===== src/pkg/oag_pkg.sv =====
// Purpose: constants for the operand address generator
// Assumes: 8-bit core with four banks of eight byte registers
// Notes: stack window limits are parameters of the top module
package oag_pkg;
    localparam int ADDR_W = 16;
    localparam int BYTE_W = 8;
    localparam int BANK_CNT = 4;
    localparam logic [15:0] ADDR_RST = 16'h0000;
    // stack window: internal high-speed ram
    localparam logic [15:0] HSRAM_LO = 16'hfb00;
    localparam logic [15:0] HSRAM_HI = 16'hfeff;

    typedef enum logic [2:0] {
        MODE_PTR_IND = 3'b000,
        MODE_BASE_IND = 3'b001,
        MODE_BASED = 3'b010,
        MODE_IDX_LOW = 3'b011,
        MODE_IDX_HIGH = 3'b100,
        MODE_STACK = 3'b101
    } addr_mode_e;

    typedef enum logic [1:0] {
        STK_NONE = 2'b00,
        STK_PUSHPOP = 2'b01,
        STK_CALLRET = 2'b10,
        STK_INTSAVE = 2'b11
    } stack_src_e;
endpackage : oag_pkg


===== src/operand_address_generator.sv =====
// Purpose: forms 16-bit operand addresses for the core's memory port
// Assumes: bank registers come from the register file on the same clock
// Notes: one cycle from req to addr_valid; stack addresses outside ram fold to the window base
`timescale 1ns/100ps
module operand_address_generator import oag_pkg::*; #(
    parameter logic [15:0] STACK_LO = HSRAM_LO,
    parameter logic [15:0] STACK_HI = HSRAM_HI
) (
    // clock and reset
    input wire logic ref_clk,
    input wire logic arst_n,
    input wire logic clk_en,
    // bank selection
    input wire logic bank_select_flag_low,
    input wire logic bank_select_flag_high,
    // per-bank pairs, bank n at bits [16n+15:16n]
    input wire logic [BANK_CNT*ADDR_W-1:0] pointer_pair,
    input wire logic [BANK_CNT*ADDR_W-1:0] base_pair,
    input wire logic [BANK_CNT*ADDR_W-1:0] index_pair,
    input wire logic [ADDR_W-1:0] stack_pointer,
    // request from decode
    input wire logic req,
    input wire logic [2:0] mode,
    input wire logic [1:0] stack_src,
    input wire logic [BYTE_W-1:0] imm_byte,
    // memory side
    output logic addr_valid,
    output logic [ADDR_W-1:0] addr,
    output logic addr_is_stack,
    output logic stack_range_err
);
    logic [ADDR_W-1:0] addr_r, addr_nxt;
    logic valid_r, valid_nxt;
    logic stk_r, stk_nxt;
    logic err_r, err_nxt;
    logic [1:0] bank;
    logic [ADDR_W-1:0] sel_ptr, sel_base, sel_idx;
    logic [ADDR_W-1:0] stk_addr;
    logic stk_out;

    function automatic logic [ADDR_W-1:0] pick(input logic [BANK_CNT*ADDR_W-1:0] v,
                                               input logic [1:0] b);
        pick = v[b*ADDR_W +: ADDR_W];
    endfunction : pick

    assign bank = {bank_select_flag_high, bank_select_flag_low};
    assign sel_ptr = pick(pointer_pair, bank);
    assign sel_base = pick(base_pair, bank);
    assign sel_idx = pick(index_pair, bank);
    assign stk_out = (stack_pointer < STACK_LO) || (stack_pointer > STACK_HI);
    // out-of-window pointer folds to window base rather than hit sfr or flash
    assign stk_addr = stk_out ? STACK_LO : stack_pointer;

    always_comb begin
        addr_nxt = addr_r;
        valid_nxt = 1'b0;
        stk_nxt = stk_r;
        err_nxt = err_r;
        if (req) begin
            valid_nxt = 1'b1;
            stk_nxt = 1'b0;
            err_nxt = 1'b0;
            // stack_src wins so an interrupt save never lands on a data mode
            if (stack_src != STK_NONE || mode == MODE_STACK) begin
                addr_nxt = stk_addr;
                stk_nxt = 1'b1;
                err_nxt = stk_out;
            end else begin
                case (mode)
                    MODE_PTR_IND: addr_nxt = sel_ptr;
                    MODE_BASE_IND: addr_nxt = sel_base;
                    // zero extension, carry out of bit 15 dropped
                    MODE_BASED: addr_nxt = ADDR_W'(sel_base + {8'h00, imm_byte});
                    MODE_IDX_LOW: addr_nxt = ADDR_W'(sel_base + {8'h00, sel_idx[7:0]});
                    MODE_IDX_HIGH: addr_nxt = ADDR_W'(sel_base + {8'h00, sel_idx[15:8]});
                    // spare codes fall back to the base pair, harmless on the bus
                    default: addr_nxt = sel_base;
                endcase
            end
        end
    end

    always_ff @(posedge ref_clk or negedge arst_n) begin
        if (!arst_n) begin
            addr_r <= ADDR_RST;
            valid_r <= 1'b0;
            stk_r <= 1'b0;
            err_r <= 1'b0;
        end else if (clk_en) begin
            addr_r <= addr_nxt;
            valid_r <= valid_nxt;
            stk_r <= stk_nxt;
            err_r <= err_nxt;
        end
    end

    assign addr = addr_r;
    assign addr_valid = valid_r;
    assign addr_is_stack = stk_r;
    assign stack_range_err = err_r;

    // assertions
    // register indirect, bank choice and spare codes
    ptr_indirect_a: assert property (
        @(posedge ref_clk) disable iff (!arst_n)
        clk_en && req && stack_src == STK_NONE && mode == MODE_PTR_IND
        |=> addr == $past(sel_ptr) && addr_valid)
        else $error("pointer indirect wrong");

    bank_pick_a: assert property (
        @(posedge ref_clk) disable iff (!arst_n)
        clk_en && req && stack_src == STK_NONE && mode == MODE_BASE_IND
        |=> addr == $past(base_pair[bank*ADDR_W +: ADDR_W]))
        else $error("bank select wrong");

    spare_mode_a: assert property (
        @(posedge ref_clk) disable iff (!arst_n)
        clk_en && req && stack_src == STK_NONE && mode > 3'h5
        |=> addr == $past(sel_base) && !addr_is_stack)
        else $error("spare mode not base pair");

    // based and based-indexed sums, base indirect width
    based_wrap_a: assert property (
        @(posedge ref_clk) disable iff (!arst_n)
        clk_en && req && stack_src == STK_NONE && mode == MODE_BASED
        |=> addr == ADDR_W'($past(sel_base) + $past({8'h00, imm_byte})))
        else $error("based address wrong");

    disp_unsigned_a: assert property (
        @(posedge ref_clk) disable iff (!arst_n)
        clk_en && req && stack_src == STK_NONE && mode == MODE_BASED && imm_byte[7]
        && sel_base < 16'hff00 |=> addr > $past(sel_base))
        else $error("displacement sign extended");

    idx_low_a: assert property (
        @(posedge ref_clk) disable iff (!arst_n)
        clk_en && req && stack_src == STK_NONE && mode == MODE_IDX_LOW
        |=> ADDR_W'(addr - $past(sel_base)) == {8'h00, $past(sel_idx[7:0])})
        else $error("low indexed address wrong");

    idx_high_a: assert property (
        @(posedge ref_clk) disable iff (!arst_n)
        clk_en && req && stack_src == STK_NONE && mode == MODE_IDX_HIGH
        |=> ADDR_W'(addr - $past(sel_base)) == {8'h00, $past(sel_idx[15:8])})
        else $error("indexed address wrong");

    full_width_a: assert property (
        @(posedge ref_clk) disable iff (!arst_n)
        clk_en && req && stack_src == STK_NONE && mode == MODE_BASE_IND
        && sel_base[15:12] == 4'hf |=> addr[15:12] == 4'hf)
        else $error("address truncated");

    // stack path
    stack_sp_a: assert property (
        @(posedge ref_clk) disable iff (!arst_n)
        clk_en && req && mode == MODE_STACK && !stk_out
        |=> addr == $past(stack_pointer) && addr_is_stack)
        else $error("stack address wrong");

    stack_src_sp_a: assert property (
        @(posedge ref_clk) disable iff (!arst_n)
        clk_en && req && stack_src != STK_NONE
        && stack_pointer >= STACK_LO && stack_pointer <= STACK_HI
        |=> addr == $past(stack_pointer) && !stack_range_err)
        else $error("forced stack address wrong");

    stack_force_a: assert property (
        @(posedge ref_clk) disable iff (!arst_n)
        clk_en && req && stack_src != STK_NONE |=> addr_is_stack)
        else $error("stack not forced");

    stack_clamp_a: assert property (
        @(posedge ref_clk) disable iff (!arst_n)
        clk_en && req && (stack_src != STK_NONE || mode == MODE_STACK)
        && (stack_pointer < STACK_LO || stack_pointer > STACK_HI)
        |=> addr == STACK_LO && stack_range_err)
        else $error("stack pointer not clamped");

    stack_window_a: assert property (
        @(posedge ref_clk) disable iff (!arst_n)
        addr_is_stack |-> addr >= STACK_LO && addr <= STACK_HI)
        else $error("stack outside ram");

    err_stack_only_a: assert property (
        @(posedge ref_clk) disable iff (!arst_n)
        stack_range_err |-> addr_is_stack)
        else $error("range error without stack access");

    non_stack_a: assert property (
        @(posedge ref_clk) disable iff (!arst_n)
        clk_en && req && stack_src == STK_NONE && mode != MODE_STACK
        |=> !addr_is_stack && !stack_range_err)
        else $error("stale stack flags");

    // answer timing and clock enable
    valid_pulse_a: assert property (
        @(posedge ref_clk) disable iff (!arst_n)
        clk_en |=> addr_valid == $past(req))
        else $error("valid not one cycle after request");

    idle_hold_a: assert property (
        @(posedge ref_clk) disable iff (!arst_n)
        clk_en && !req
        |=> !addr_valid && $stable(addr) && $stable(addr_is_stack) && $stable(stack_range_err))
        else $error("outputs moved without request");

    freeze_hold_a: assert property (
        @(posedge ref_clk) disable iff (!arst_n)
        !clk_en |=> $stable(addr) && $stable(addr_valid) && $stable(addr_is_stack)
        && $stable(stack_range_err))
        else $error("state moved while frozen");
endmodule : operand_address_generator


===== config.mk =====
export PLATFORM = sky130hd
export DESIGN_NAME = operand_address_generator
export DESIGN_NICKNAME = d
export VERILOG_FILES = /design/src/pkg/oag_pkg.sv /design/src/operand_address_generator.sv
export SDC_FILE = /design/constraint.sdc
export NUM_CORES = 1
export LEC_CHECK = 0
export ABC_CLOCK_PERIOD_IN_PS = 1250
export BUFFER_PORTS_ARGS = -buffer_cell sky130_fd_sc_hd__buf_4
export CORE_AREA = 2 2 95 97
export DETAILED_ROUTE_END_ITERATION = 8
export DIE_AREA = 0 0 97 99
export PLACE_DENSITY = 0.69
export SKIP_LAST_GASP = 1
export SLEW_MARGIN = 20
export SYNTH_ARGS = -nofsm -noshare
export SYNTH_HDL_FRONTEND = slang
export SYNTH_SLANG_ARGS = --single-unit

===== constraint.sdc =====
create_clock -name ref_clk -period 1.25 [get_ports ref_clk]
set_clock_uncertainty 0.05 [all_clocks]
set_input_delay 0.125 -clock ref_clk [delete_from_list [all_inputs] [get_ports ref_clk]]
set_output_delay 0.125 -clock ref_clk [all_outputs]
set_load 0.02 [all_outputs]

==> metrics.csv <==
stage,metric,value,unit
timing,Tmin final,2.52,ns
place,Port Buf Inserts,245,
detailed_routing,Residual DRC,0,
pwr,leakage,2.74,nW
timing,Tcrit/Tclk final,201,%
floorplanning,core region area,8550,µm²
pwr,Clock power frac,11.4,%
cells_and_area,ant diodes,0,
timing,RSZ-0062 raised after global routing,true,
cells_and_area,Finished Layout Cells,726,
clock_network,Clock Latency Late Sink,0.26,ns
place,GP Congestion,0.916,
detailed_routing,initial DRC count,226,
worst_setup_path,"slowest stage cell, crit path",or3_1,
timing,Rel. slew slack,70.7,%
synthesis,"Seq/Total Area, Yosys",16.1,%
place,pre-CTS setup slack,-1.55,ns
global_routing,total gr overflow,0,
run_status,outcome,"finished, violations left",
worst_setup_path,Crit path required time,1.34,ns
worst_setup_path,crit path DAT,2.61,ns
worst_setup_path,CP Buf/Inv Count,2,
worst_setup_path,nature of the critical path startpoint,primary input,
global_routing,vias in the first global route,4275,
detailed_routing,Routed WL per cell,19.3,µm
pwr,P_sw,0.00142,W
min_path,HP Start,clk_en,
pwr,Cell Int Power,0.00246,W
timing,Final Worst Setup Slack,-1.27,ns
synthesis,number of library cell types mapped by synthesis,61,
detailed_routing,first-pass iteration count of the detailed router,5,
pwr,Sequential Power Share,18.7,%
timing,max frequency,0.397,GHz
run_status,failing checks,negative setup slack,
place,Post-Place Cells,708,
global_routing,first-pass GRT wire length,21100,µm
clock_network,Sink Count,19,
detailed_routing,Post-DRT Antenna Nets,0,
worst_setup_path,type of element capturing the critical path,register,
cells_and_area,fraction of layout instances using a drive strength above 1,69.1,%
timing,setup_tns,-17.59,ns
worst_setup_path,Crit Path Category,in2reg,
worst_setup_path,Slowest Stage Delay on Critical Path,0.34,ns
pwr,Gate power share,69.9,%
pwr,worst vdd rail ir drop,0.000349,V
worst_setup_path,FF-to-FF Start,addr[7]$_DFFE_PN0P_,
timing,Final Max Slew Viols,0,
min_path,Hold WC Path Type,in2reg,
detailed_routing,DR vias,4140,
worst_setup_path,crit path cell chain,buf_8 -> nor2b_4 -> nand2_4 -> buf_12 -> o22ai_2 -> o21ai_1 -> o221a_2 -> ha_4 -> a211oi_4 -> nor2_4 -> a41oi_2 -> xor2_1 -> a21oi_1 -> or3_1,
detailed_routing,Detailed Route WL,14000,µm
worst_setup_path,critical-path maximum fanout,8,
clock_network,H-tree depth,1,
clock_network,Bufs on Longest Clock Path,2,
clock_network,Worst-path clk slew,0.07,ns
cells_and_area,nets,855,
floorplanning,Initial Util,34.6,%
synthesis,net count after synthesis,546,
cells_and_area,Fill cells,673,
floorplanning,Die Area,9600,µm²
cells_and_area,Finished Core Util,70.5,%
floorplanning,Die W,97,µm
clock_network,CTS Buf Count,3,
floorplanning,Top Ports,246,
synthesis,Mean Syn Cell Area,9.53,µm²
global_routing,gr usage total,26.8,%
floorplanning,row count,34,
worst_setup_path,Worst Setup SP,mode[1],
timing,Least-Margin Pin Slew,0.440,ns
worst_setup_path,critical path's top delay family,compound AO/OA/AOI/OAI gates,
cells_and_area,Synth-to-Final Area Change,104,%
clock_network,CTS root buf,clkbuf_8,
pwr,power density over the cells,644,nW/µm²
global_routing,largest net degree at the start of global routing,31,
synthesis,Synth Flop Type,dfrtp_1,
synthesis,Post-synth EDFFs,0,
place,detailed-placement wirelength estimate,11500,µm
clock_network,CTS tree,built,
floorplanning,Die Ht,99,µm
synthesis,Yosys reg bits,19,
timing,# setup viols final,16,
synthesis,Post-Synthesis Cells,310,
timing,Hold Fails Final Rpt,0,
job,MaxCap Viol Count,0,
detailed_routing,Via density,5.70,
global_routing,antenna violations before repair,0,
synthesis,ys async rst share,100,%
synthesis,Yosys warning count,0,
synthesis,mapped cell area,2960,µm²
pwr,Sw Ratio,36.7,%
-- worst paths after layout --
check                      slack [ns]                           to  cells past startpoint
setup / recovery                -1.27          addr[7]$_DFFE_PN0P_                     14
hold reg to reg                  0.44  stack_range_err$_DFFE_PN0P_                      2
hold / removal                   0.03       addr_valid$_DFFE_PN0P_                      2
setup reg to reg                 0.14          addr[7]$_DFFE_PN0P_                      3
max in group asynchronous        0.71          addr[4]$_DFFE_PN0P_                      2
min in group asynchronous        0.22          addr[3]$_DFFE_PN0P_                      2
-- timing repair --
item	4_1_cts	5_1_grt
gates cloned	0	5
hold buffers	1	0
setup endpoints to repair	16	18
pin swaps	12	42
buffers inserted	2	6
resized for setup	22	33
endpoints found under the hold margin	19	0
-- cells in the mapped netlist (3+ instances only) --
cell type | number | area share [%]
mux4_2 | 27 | 21
o21ai_0 | 22 | 3.7
a21oi_1 | 20 | 3.4
nand2_1 | 20 | 2.5
dfrtp_1 | 19 | 16
nor2_1 | 19 | 2.4
o22ai_1 | 18 | 3.8
clkbuf_1 | 15 | 1.9
o221ai_1 | 15 | 4.4
o211ai_1 | 10 | 2.5
ha_1 | 8 | 3.4
nand3_1 | 8 | 1.4
a221oi_1 | 7 | 2.1
mux4_1 | 7 | 6.2
o221a_2 | 7 | 2.7
buf_2 | 6 | 1.0
a21o_1 | 5 | 1.3
inv_1 | 5 | 0.64
a211oi_1 | 4 | 1.0
and3_1 | 4 | 0.85
xor2_1 | 4 | 1.2
a221o_1 | 3 | 1.0
a31oi_1 | 3 | 0.64
and4_1 | 3 | 0.89
nor3_1 | 3 | 0.51
o21a_1 | 3 | 0.76
-- area by class of cell --
cell class | count | area (µm²) | share of cell area, %
multi-input cells | 259 | 2730 | 45.2
repair buffers | 331 | 2630 | 43.6
flip-flops and latches | 19 | 475 | 7.89
well taps | 108 | 135 | 2.24
clock buffers | 4 | 45.0 | 0.748
inverters | 5 | 18.8 | 0.311
-- sequential cells by signal (all words and copies together), names as in the netlist --
name and cells:
addr 16, addr_is_stack 1, addr_valid 1, stack_range_err 1
-- placed cells by master (no fill, tap or decap), drive strengths merged, types with 2 or more instances in the layout --
cell / n
a211o: 2
a211oi: 5
a21o: 5
a21oi: 20
a221o: 3
a221oi: 8
a222oi: 2
a22oi: 2
a31oi: 3
and2: 2
and3: 4
and4: 3
buf: 326
clkbuf: 8
dfrtp: 19
ha: 8
inv: 5
mux4: 34
nand2: 21
nand2b: 2
nand3: 9
nor2: 19
nor2b: 2
nor3: 4
nor4: 2
o211ai: 10
o21a: 3
o21ai: 24
o221a: 7
o221ai: 15
o22ai: 18
xnor2: 2
xor2: 4
-- metrics by stage --
stage	instance area [µm²]	hold WS [ns]	total power (W)
after floorplan	3260	-0.221	0.00201
after global placement	5570	-0.0380	0.00312
after detailed placement	5570	-0.0337	0.00316
after CTS	5720	0.0332	0.00370
after global routing	6030	0.0589	0.00411
final	6030	0.0277	0.00388
-- power groups by stage --
stage | logic (W) | registers (W) | clock network, W
final | 0.00271 | 0.000725 | 0.000444
after global placement | 0.00238 | 0.000737 | 0
after detailed placement | 0.00242 | 0.000739 | 0
after floorplan | 0.00119 | 0.000818 | 0
after CTS | 0.00253 | 0.000727 | 0.000444
after global routing | 0.00290 | 0.000735 | 0.000476
-- layer usage --
layer,vias up,routed length (µm),global-route usage [%]
met3,27,1040,4.68
met1,1967,5630,35.0
met2,214,7090,46.6
li1,1932,-,-
met4,0,261,6.18
met5,-,0,0
-- logic make-up (layout without fill, tap and decap cells) --
kind of cell,count (synthesis),count (layout),share of synthesized area (%)
compound gates,136,136,33.0
fa+ha+maj,9,9,4.06
mux,35,35,27.2
simple gates,73,73,12.8
xor+xnor,6,6,1.78
buf+inv,32,340,5.08
flops,19,19,16.1
Power figures use the tool's default switching activity.
